--- src/fpc_pkg.sv ---
/*
 * Package for the per-port control and status register block of the dual-port byte buffer.
 * Assumes a single clock domain and one register access port per side of the buffer.
 */
package fpc_pkg;
    // Register indices (four bit index space)
    localparam logic [3:0] REG_CTRL0 = 4'h0;
    localparam logic [3:0] REG_CTRL1 = 4'h1;
    localparam logic [3:0] REG_FCOUNT = 4'h7;
    localparam logic [3:0] REG_FCMP = 4'h8;
    localparam logic [3:0] REG_CTRL2 = 4'h9;
    localparam logic [3:0] REG_CTRL3 = 4'hA;
    localparam logic [3:0] REG_MSG_OUT = 4'hB;
    localparam logic [3:0] REG_MSG_IN = 4'hC;
    localparam logic [3:0] REG_PATTERN = 4'hD;
    localparam logic [3:0] REG_MASK = 4'hE;
    localparam logic [3:0] REG_DATA = 4'hF;
    // Control zero fields
    localparam int C0_SOFT_RESET = 0;
    localparam int C0_ALIGN = 1;
    localparam int C0_MODE_LO = 2;
    localparam int C0_MODE_HI = 3;
    // Control one fields
    localparam int C1_FLOW_EN = 0;
    localparam int C1_REQ_SEL = 1;
    localparam int C1_START_CNT = 2;
    localparam int C1_STOP_MATCH = 3;
    localparam int C1_PEER_IUS = 4;
    localparam int C1_MSG_FULL = 5;
    localparam int C1_FREEZE = 6;
    // Control two fields
    localparam int C2_P2_EN = 0;
    localparam int C2_HS_EN = 1;
    // Control three fields
    localparam int C3_IO0 = 0;
    localparam int C3_IO1 = 1;
    localparam int C3_IO3 = 3;
    localparam int C3_DIR = 4;
    localparam int C3_DIR_OWN = 5;
    localparam int C3_CLR_N = 6;
    localparam int C3_CLR_OWN = 7;
    // Reset values and masks
    localparam logic [7:0] CTRL_RESET = 8'h00;
    localparam logic [7:0] C1_WMASK = 8'h4F;
    localparam logic [7:0] C2_MASK = 8'h03;
    localparam logic [7:0] C3_MASK = 8'hFB;
    localparam logic [7:0] FCMP_MASK = 8'h7F;
    localparam logic [7:0] COUNT_MAX = 8'h80;
    // Port 2 interface types: two CPU kinds, two handshake kinds
    localparam logic [1:0] MODE_CPU_A = 2'h0;
    localparam logic [1:0] MODE_CPU_B = 2'h1;
    // Bus configuration of a port
    typedef enum logic [1:0] {
        FPC_BUS_MUX_LOW,
        FPC_BUS_MUX_HIGH,
        FPC_BUS_NONMUX
    } fpc_bus_type;

    // One register access from a processor
    typedef struct packed {
        logic rd;
        logic wr;
        logic [7:0] addr;
        logic [3:0] hi_index;
        logic [7:0] wdata;
    } fpc_acc_type;

    // Port 2 simple I/O pins
    typedef struct packed {
        logic out3;
        logic out1;
        logic clr_out;
        logic clr_oe_b;
        logic dir_out;
        logic dir_oe_b;
    } fpc_p2io_type;
endpackage

--- src/fpc_regs.sv ---
/*
 * Per-port control and status registers for both ports of a 128 byte dual-port buffer.
 * Assumes a processor on port 1 and a processor or handshake device on port 2,
 * both synchronous to clk; buffer storage is outside, only its pushes and pops arrive here.
 */
// Operation
// - Alignment bit clear: index from bus bits 1-4; set: bits 0-3
// - Nonmultiplexed bus forces alignment to 1; high-byte mode uses dedicated index pins
// - Soft reset bit holds block reset, controls cleared, port 2 floated
// - Control one clears on reset; bit 7 reads 0
// - Freeze holds byte count until its read completes, then auto-clears
// - Outgoing full sets on own message write, clears on peer read
// - Status bit mirrors peer in-service flag for messages
// - Stop-on-match drives request high on true pattern match
// - Start-on-count drives request low when count equals compare value
// - Select bit picks request or open-drain wait; enable gates pin, else float
// - Control two only on port 1; high bits zero; port 2 reads 00
// - Handshake enable gates port 2 handshake; clear forces strobe high
// - Port 2 floats and cannot program until port 1 enables it
// - Control three clears on reset; bit 2 reads 0; port 2 sees 3-0 zero
// - Clear ownership selects controlling port, or clear pin direction in I/O mode
// - Writing 0 to clear bit empties buffer; read-only for non-owner
// - Direction ownership selects controlling port, or direction pin direction in I/O mode
// - Direction 1 moves buffer to processor, 0 processor to buffer
// - In I/O mode bits 3,1 drive pins and bit 0 reads pin
// - Byte count is writes minus reads, at most 80 hex
// - Compare register up to 7F, bit 7 reads 0, compared continuously
// - Data byte compared with pattern, mask bits always match
// - Control zero bits 3,2 select port 2 interface type
`timescale 1ns/100ps
module fpc_regs #(
    parameter int DEPTH = 128,
    parameter int WIDTH = 8
) (
    input wire logic clk,
    input wire logic rst_b,
    input wire fpc_pkg::fpc_bus_type p1_bus,
    input wire fpc_pkg::fpc_bus_type p2_bus,
    input wire fpc_pkg::fpc_acc_type p1_acc,
    input wire fpc_pkg::fpc_acc_type p2_acc,
    output logic [7:0] p1_rdata,
    output logic [7:0] p2_rdata,
    input wire logic in_valid,
    output logic in_ready,
    input wire logic [WIDTH-1:0] in_data,
    output logic out_valid,
    input wire logic out_ready,
    output logic [WIDTH-1:0] out_data,
    input wire logic fifo_push,
    input wire logic fifo_pop,
    output logic fifo_clear,
    input wire logic p1_in_service,
    input wire logic p2_in_service,
    output logic p1_flow_out,
    output logic p1_flow_oe_b,
    output logic p2_flow_out,
    output logic p2_flow_oe_b,
    output logic port_two_handshake_strobe,
    output logic p2_float,
    output fpc_pkg::fpc_p2io_type p2io,
    input wire logic p2_in0,
    output logic p1_dir,
    output logic p2_dir,
    output logic [7:0] p1_count_match,
    output logic p1_pattern_match
);
    import fpc_pkg::*;

    // Per-port register set
    typedef struct packed {
        logic [7:0] ctrl0;
        logic [7:0] ctrl1;
        logic [7:0] msg_out;
        logic msg_full;
        logic [7:0] pattern;
        logic [7:0] mask;
        logic [7:0] fcmp;
        logic [7:0] frozen;
    } fpc_port_type;

    typedef struct packed {
        fpc_port_type [1:0] port;
        logic [7:0] ctrl2;
        logic [7:0] ctrl3;
        logic [7:0] count;
        logic [WIDTH-1:0] latch;
        logic [1:0][WIDTH-1:0] buf_d;
        logic [1:0] buf_v;
        logic buf_wp;
        logic buf_rp;
    } fpc_state_type;

    fpc_state_type state_r;
    fpc_state_type state_nxt;
    fpc_acc_type acc [2];
    fpc_bus_type bus [2];
    logic [3:0] idx [2];
    logic [1:0] acc_ok;
    logic [7:0] rdata [2];
    logic [1:0] match;
    logic [1:0] cnt_eq;
    logic p2_io_mode;
    logic soft_rst;
    logic push_in;
    logic pop_out;

    assign acc[0] = p1_acc;
    assign acc[1] = p2_acc;
    assign bus[0] = p1_bus;
    assign bus[1] = p2_bus;
    // Port 2 in a handshake interface type when mode bit 3 set
    assign p2_io_mode = state_r.port[0].ctrl0[C0_MODE_HI];
    assign soft_rst = state_r.port[0].ctrl0[C0_SOFT_RESET];

    // Index decode, access qualification, compare logic per port
    for (genvar p = 0; p < 2; p++) begin : g_port
        always_comb begin
            if (bus[p] == FPC_BUS_MUX_HIGH) begin
                idx[p] = acc[p].hi_index;
            end else if (bus[p] == FPC_BUS_NONMUX || state_r.port[p].ctrl0[C0_ALIGN]) begin
                idx[p] = acc[p].addr[3:0];
            end else begin
                idx[p] = acc[p].addr[4:1];
            end
        end
        // Port 2 needs enable and a CPU interface type
        if (p == 0) begin : g_ok1
            assign acc_ok[p] = 1'b1;
        end else begin : g_ok2
            assign acc_ok[p] = state_r.ctrl2[C2_P2_EN] && !p2_io_mode;
        end
        assign match[p] = &((state_r.latch ~^ state_r.port[p].pattern) | state_r.port[p].mask);
        assign cnt_eq[p] = (state_r.count == state_r.port[p].fcmp);
    end

    // Read multiplexer
    always_comb begin
        for (int p = 0; p < 2; p++) begin
            rdata[p] = 8'h00;
            case (idx[p])
                REG_CTRL0: rdata[p] = state_r.port[p].ctrl0;
                REG_CTRL1: begin
                    rdata[p] = state_r.port[p].ctrl1 & C1_WMASK;
                    rdata[p][C1_MSG_FULL] = state_r.port[p].msg_full;
                    rdata[p][C1_PEER_IUS] = (p == 0) ? p2_in_service : p1_in_service;
                end
                REG_FCOUNT: rdata[p] = state_r.port[p].ctrl1[C1_FREEZE] ? state_r.port[p].frozen
                                                                         : state_r.count;
                REG_FCMP: rdata[p] = state_r.port[p].fcmp & FCMP_MASK;
                REG_CTRL2: rdata[p] = (p == 0) ? (state_r.ctrl2 & C2_MASK) : 8'h00;
                REG_CTRL3: begin
                    rdata[p] = state_r.ctrl3 & C3_MASK;
                    rdata[p][C3_IO0] = p2_io_mode & p2_in0;
                    if (p == 1) begin
                        rdata[p][3:0] = 4'h0;
                    end
                end
                REG_MSG_OUT: rdata[p] = state_r.port[p].msg_out;
                REG_MSG_IN: rdata[p] = state_r.port[1 - p].msg_out;
                REG_PATTERN: rdata[p] = state_r.port[p].pattern;
                REG_MASK: rdata[p] = state_r.port[p].mask;
                REG_DATA: rdata[p] = state_r.latch;
                default: rdata[p] = 8'h00;
            endcase
        end
    end

    // Two-entry buffer in the data path
    assign in_ready = !state_r.buf_v[state_r.buf_wp] && !soft_rst;
    assign out_valid = state_r.buf_v[state_r.buf_rp];
    assign push_in = in_valid && in_ready;
    assign pop_out = out_valid && out_ready;

    // Next-state logic
    always_comb begin
        logic own;
        own = 1'b0;
        state_nxt = state_r;
        // Buffer bookkeeping and data latch
        if (push_in) begin
            state_nxt.buf_d[state_r.buf_wp] = in_data;
            state_nxt.buf_v[state_r.buf_wp] = 1'b1;
            state_nxt.buf_wp = !state_r.buf_wp;
            state_nxt.latch = in_data;
        end
        if (pop_out) begin
            state_nxt.buf_v[state_r.buf_rp] = 1'b0;
            state_nxt.buf_rp = !state_r.buf_rp;
        end
        // Live byte count, saturating
        if (fifo_push && !fifo_pop && state_r.count < COUNT_MAX) begin
            state_nxt.count = state_r.count + 8'h01;
        end else if (fifo_pop && !fifo_push && state_r.count != 8'h00) begin
            state_nxt.count = state_r.count - 8'h01;
        end
        if (!state_r.ctrl3[C3_CLR_N]) begin
            state_nxt.count = 8'h00;
        end
        for (int p = 0; p < 2; p++) begin
            // Track count while not frozen
            if (!state_r.port[p].ctrl1[C1_FREEZE]) begin
                state_nxt.port[p].frozen = state_r.count;
            end
            if (acc[p].rd && acc_ok[p]) begin
                if (idx[p] == REG_FCOUNT) begin
                    state_nxt.port[p].ctrl1[C1_FREEZE] = 1'b0;
                end
                if (idx[p] == REG_MSG_IN) begin
                    state_nxt.port[1 - p].msg_full = 1'b0;
                end
            end
        end
        for (int p = 0; p < 2; p++) begin
            if (acc[p].wr && acc_ok[p]) begin
                case (idx[p])
                    REG_CTRL0: state_nxt.port[p].ctrl0 = acc[p].wdata;
                    REG_CTRL1: state_nxt.port[p].ctrl1 = acc[p].wdata & C1_WMASK;
                    REG_FCMP: state_nxt.port[p].fcmp = acc[p].wdata & FCMP_MASK;
                    REG_CTRL2: begin
                        if (p == 0) begin
                            state_nxt.ctrl2 = acc[p].wdata & C2_MASK;
                        end
                    end
                    REG_CTRL3: begin
                        own = state_r.ctrl3[C3_CLR_OWN];
                        if (p == 0) begin
                            state_nxt.ctrl3[7] = acc[p].wdata[7];
                            state_nxt.ctrl3[5] = acc[p].wdata[5];
                            state_nxt.ctrl3[3] = acc[p].wdata[3];
                            state_nxt.ctrl3[1:0] = acc[p].wdata[1:0] & 2'h2;
                        end
                        if (own == p[0]) begin
                            state_nxt.ctrl3[C3_CLR_N] = acc[p].wdata[C3_CLR_N];
                        end
                        if (state_r.ctrl3[C3_DIR_OWN] == p[0]) begin
                            state_nxt.ctrl3[C3_DIR] = acc[p].wdata[C3_DIR];
                        end
                    end
                    REG_MSG_OUT: begin
                        state_nxt.port[p].msg_out = acc[p].wdata;
                        state_nxt.port[p].msg_full = 1'b1;
                    end
                    REG_PATTERN: state_nxt.port[p].pattern = acc[p].wdata;
                    REG_MASK: state_nxt.port[p].mask = acc[p].wdata;
                    default: ;
                endcase
            end
            // Nonmultiplexed ports see alignment set, except while soft reset holds control zero cleared
            if (bus[p] == FPC_BUS_NONMUX) begin
                state_nxt.port[p].ctrl0[C0_ALIGN] = 1'b1;
            end
        end
        // Soft reset clears all control registers, keeping only itself
        if (state_nxt.port[0].ctrl0[C0_SOFT_RESET]) begin
            state_nxt.port[0].ctrl0 = 8'h01;
            state_nxt.port[1].ctrl0 = CTRL_RESET;
            state_nxt.port[0].ctrl1 = CTRL_RESET;
            state_nxt.port[1].ctrl1 = CTRL_RESET;
            state_nxt.ctrl2 = CTRL_RESET;
            state_nxt.ctrl3 = CTRL_RESET;
        end
    end

    // State register; pattern and mask may legitimately reset to zero here
    always_ff @(posedge clk or negedge rst_b) begin
        if (!rst_b) begin
            state_r <= '0;
        end else begin
            state_r <= state_nxt;
        end
    end

    // Flow-control pin per port
    always_comb begin
        logic [1:0] req;
        req = 2'b11;
        for (int p = 0; p < 2; p++) begin
            req[p] = 1'b1;
            if (state_r.port[p].ctrl1[C1_START_CNT] && cnt_eq[p]) begin
                req[p] = 1'b0;
            end
            if (state_r.port[p].ctrl1[C1_STOP_MATCH] && match[p]) begin
                req[p] = 1'b1;
            end
        end
        p1_flow_out = state_r.port[0].ctrl1[C1_REQ_SEL] ? req[0] : 1'b0;
        p1_flow_oe_b = !(state_r.port[0].ctrl1[C1_FLOW_EN]
                         && (state_r.port[0].ctrl1[C1_REQ_SEL] || !req[0]));
        p2_flow_out = state_r.port[1].ctrl1[C1_REQ_SEL] ? req[1] : 1'b0;
        p2_flow_oe_b = !(state_r.port[1].ctrl1[C1_FLOW_EN] && !p2_float && !p2_io_mode
                         && (state_r.port[1].ctrl1[C1_REQ_SEL] || !req[1]));
    end

    // Port 2 pins, direction and clear
    assign p2_float = soft_rst || !state_r.ctrl2[C2_P2_EN];
    assign port_two_handshake_strobe = !(state_r.ctrl2[C2_HS_EN] && p2_io_mode) || out_valid;
    assign p2io.out3 = state_r.ctrl3[C3_IO3];
    assign p2io.out1 = state_r.ctrl3[C3_IO1];
    assign p2io.clr_out = state_r.ctrl3[C3_CLR_N];
    assign p2io.clr_oe_b = !(p2_io_mode && !state_r.ctrl3[C3_CLR_OWN] && !p2_float);
    assign p2io.dir_out = state_r.ctrl3[C3_DIR];
    assign p2io.dir_oe_b = !(p2_io_mode && !state_r.ctrl3[C3_DIR_OWN] && !p2_float);
    assign fifo_clear = !state_r.ctrl3[C3_CLR_N];
    // Direction 1 moves buffer toward the port 1 processor, whichever port owns direction
    assign p1_dir = state_r.ctrl3[C3_DIR];
    assign p2_dir = !state_r.ctrl3[C3_DIR];
    assign p1_count_match = {7'h00, cnt_eq[0]};
    assign p1_pattern_match = match[0];
    assign p1_rdata = rdata[0];
    assign p2_rdata = acc_ok[1] ? rdata[1] : 8'h00;
    assign out_data = state_r.buf_d[state_r.buf_rp];
endmodule // fpc_regs
--- config.mk ---
export PLATFORM = sky130hd
export DESIGN_NAME = fpc_regs
export DESIGN_NICKNAME = d
export VERILOG_FILES = /design/src/fpc_pkg.sv /design/src/fpc_regs.sv
export SDC_FILE = /design/constraint.sdc
export NUM_CORES = 1
export LEC_CHECK = 0
export BUFFER_PORTS_ARGS = -buffer_cell sky130_fd_sc_hd__buf_2
export CORE_UTILIZATION = 55
export DETAILED_ROUTE_END_ITERATION = 8
export PLACE_DENSITY = 0.76
export SLEW_MARGIN = 20
export SYNTH_ARGS = -nofsm -noshare
export SYNTH_HDL_FRONTEND = slang
export SYNTH_SLANG_ARGS = --single-unit
--- constraint.sdc ---
create_clock -name clk -period 6.6 [get_ports clk]
set_clock_uncertainty 0.1 [all_clocks]
set_input_delay 0.66 -clock clk [delete_from_list [all_inputs] [get_ports clk]]
set_output_delay 0.66 -clock clk [all_outputs]
set_load 0.02 [all_outputs]
==> metrics.log <==
[metrics] Synthesis Warnings: 0
[metrics] total of fill cells in the finished design: 1320
[metrics] number of synthesized flops with an enable pin: 0
[metrics] overall die area: ~0.017 mm2
[metrics] setup repair after global routing missed its margin: no
[metrics] # placed instances: 1134
[metrics] Overall Global Routing Usage: 0.3205
[metrics] classification of the worst setup path: reg -> out
[metrics] leakage power: 4.378 nW
[metrics] effective utilization at floorplan: 0.5652
[metrics] global-route wire length before repair: 40000 um
[metrics] via count of the first global-routing pass: a little over 7000
[metrics] summed area of non-filler cells in the final layout: between 0.01 and 0.015 mm2
[metrics] Mapped Avg Cell Area: between 10 and 15 um2
[metrics] Bufs on Longest Clock Path: 2
[metrics] Seq cells post-synth: 150
[metrics] largest net degree at the start of global routing: 85
[metrics] Async SR Flop Fraction: 1.000
[metrics] diode insertion count for antenna repair: 0
[metrics] combined area of the multi-input logic cells: between 0.004 and 0.005 mm2
[metrics] number of nets with antenna violations after detailed routing: 0
[metrics] number of standard cells after synthesis: 867
[metrics] outcome: complete, no violations
[metrics] fraction of post-synthesis cell area in the top cell type by area: 0.4181
[metrics] site row count: between 40 and 50
[metrics] top cells by area, synth: sky130_fd_sc_hd__dfrtp_1, sky130_fd_sc_hd__mux2_2, sky130_fd_sc_hd__mux2i_1, sky130_fd_sc_hd__nand2_1, sky130_fd_sc_hd__xnor2_1
[metrics] Reg area: 0.003754 mm2
[metrics] wire per inst: around 22 um
[metrics] flip-flop cell with the highest count after synthesis: sky130_fd_sc_hd__dfrtp_1
[metrics] achievable clock frequency: 238.0 MHz
[metrics] critical path peak fanout: 15
[metrics] final routed DRC violation total: 0
[metrics] clock tree from TritonCTS: done
[metrics] total overflow reported by the global router: 0
[metrics] final hold violation count: 0
[metrics] Routability Congestion: between 0.9 and 1
[metrics] post-DR vias/cell: 6.496
[metrics] cell accounting for the most synthesized area: sky130_fd_sc_hd__dfrtp_1
[metrics] fin util: 0.6300
[metrics] worst vdd ir: 307.7 uV
[metrics] post-synth cell types: 76
[metrics] worst reg-to-reg setup slack: roughly 3.3 ns
[metrics] quantity of hold-fixing buffers added after cts: 0
[metrics] Die Width: 129.8 um
[metrics] Setup TNS Final: 0 ns
[metrics] Top-Level Pins: 115
[metrics] synthesized cell area: 0.008979 mm2
[metrics] count of buffers added by post-CTS timing repair for setup: 0
[metrics] post-layout instance count excluding filler cells: roughly 1200
[metrics] logic depth of the worst register-to-register path: 6
[metrics] required time of the worst setup path: 5.84 ns
[metrics] placeable core region: roughly 0.016 mm2
[metrics] Post-layout nets: between 1000 and 1500
[metrics] cell area power density: 380.5 mW/mm2
[metrics] startpoint type of the worst setup path: register
[metrics] number of clock buffers inserted by TritonCTS: 17
[metrics] class of the most critical hold timing path: in -> async
[metrics] area delta synth->final: 11.45%
[metrics] number of slew-limit violations in the final report: 0
[metrics] initial DRC count: 888
[metrics] Resized Gates After CTS: 0
[metrics] Critical Path Sink Type: output pin
[metrics] end of the worst register-to-register path: state_r[132]$_DFFE_PN0P_
[metrics] period utilisation layout: 0.6367
[metrics] slew at the pin closest to its max-slew limit: 1.117 ns
[metrics] maximum capacitance violations: 0
[metrics] final count of negative-setup-slack endpoints: 0
[metrics] setup slack of the critical path after layout: around 2.4 ns
[metrics] min cycle time layout: 4.202 ns
[metrics] pre-CTS setup slack: 2.543 ns
[metrics] htree depth: 4
[metrics] IO buf count: about 100
[metrics] first-pass iteration count of the detailed router: 6
[metrics] total placed instance area: 0.009462 mm2
[metrics] Worst slew margin: 0.2521
[metrics] antenna violations before repair: 0
[metrics] worst hold slack: ~0.14 ns
[metrics] total power consumption of the routed design: approximately 3.8 mW
[metrics] post-detail-place hpwl: approximately 18000 um
[metrics] clock sink count: 150
[metrics] share of cells above drive strength 1: 0.3053
[metrics] clock tree root driver cell: sky130_fd_sc_hd__clkbuf_16
[metrics] launch instance of the worst register-to-register path: state_r[159]$_DFFE_PN0P_
[metrics] sequential-to-total area share from yosys stat: 0.4181
[metrics] via count of the routed design: 7574
[metrics] Vert. Die Dim: 129.8 um
[metrics] clock latency on the worst-skew pair: 0.43 ns
[metrics] Detailed Route WL: 25760 um
[metrics] arrival time of the worst setup path: 3.44 ns
[metrics] clock-pin slew on the worst setup and hold paths: around 0.060 ns
cells by family (layout without fill, tap and decap cells):
| logic type | after synthesis | after routing | synth area share |
|---|---|---|---|
| and+or+nand+nor | 272 | 272 | 0.1675 |
| muxes | 143 | 143 | 0.1746 |
| adders and majority gates | 7 | 7 | 0.01059 |
| buffers and inverters | 78 | 155 | 0.04850 |
| AOI/OAI and AO/OA | 181 | 181 | 0.1462 |
| xor gates and xnor gates | 35 | 35 | 0.03414 |
| other | 1 | 7 | 0.0004177 |
| DFF | 150 | 150 | 0.4181 |
state kept, by name, summed over array words and instances, names as in the netlist:
register    count
p2_io_mode      1
soft_rst        1
state_r       144
p1_dir          1
p2io            3
cell usage after synthesis, drive strengths merged (8+ instances only):
cell / instances
mux2i: 34
nor4: 18
nand4: 11
a22oi: 14
clkbuf: 11
o21ai: 42
xnor2: 27
mux2: 109
o211ai: 8
nand3: 40
inv: 16
nor2: 63
and3: 8
xor2: 8
a21oi: 28
nand2: 79
buf: 50
dfrtp: 150
a31oi: 13
nor3: 23
worst max-delay path by stage:
stage,from,endpoint,slack [ns],depth (start not counted)
2_1_floorplan,p2_bus[0],p2_rdata[5],3.10,9
3_3_place_gp,p2_bus[1],p2_rdata[4],2.55,8
3_5_place_dp,p2_bus[1],p2_rdata[4],2.54,8
4_1_cts,state_r[159]$_DFFE_PN0P_,p2_rdata[4],2.46,7
5_1_grt,state_r[159]$_DFFE_PN0P_,p2_rdata[4],2.18,8
6_report,state_r[159]$_DFFE_PN0P_,p2_rdata[4],2.40,7
area by class of cell:
class                   instances  share of cell area
clock buffers                  20             0.04464
inverters                      17            0.006377
repair buffers                106             0.05526
well taps                     216             0.02701
multi-input cells             645              0.4821
clock inverters                12            0.009502
flip-flops and latches        150              0.3751
metal layers:
metal	part of all wire	track usage
met1	0.42	0.4452
met2	0.46	0.4958
met3	0.092	0.06888
met4	0.033	0.1183
met5	0	0
placed cells by master, fill, tap and decap left out, drive strengths merged, types with 11 or more instances in the layout:
cell,netlist,routed
nor3,23,23
clkbuf,11,20
a22oi,14,14
a21oi,28,28
inv,16,20
mux2,109,109
nand2,79,79
mux2i,34,34
nor2,63,63
nor4,18,18
buf,50,106
xnor2,27,27
nand4,11,11
nand3,40,40
o21ai,42,42
dfrtp,150,150
a31oi,13,13
power breakdown:
group	internal [mW]	switching (mW)	total [mW]
clock	0.495	0.410	0.906
combinational	0.606	0.795	1.40
sequential	1.17	0.329	1.50
total	2.27	1.53	3.81
worst max-delay path, cell delays in order, from the launching register on:
cell                       delay (ns)
sky130_fd_sc_hd__dfrtp_1         0.49
sky130_fd_sc_hd__or3_4           0.41
sky130_fd_sc_hd__o221ai_2        0.83
sky130_fd_sc_hd__nor2_1          0.18
sky130_fd_sc_hd__o21ai_0         0.21
sky130_fd_sc_hd__nand3_1         0.32
sky130_fd_sc_hd__a31oi_1         0.35
sky130_fd_sc_hd__buf_2           0.22
Note: power is estimated with default switching activity, not from simulation.
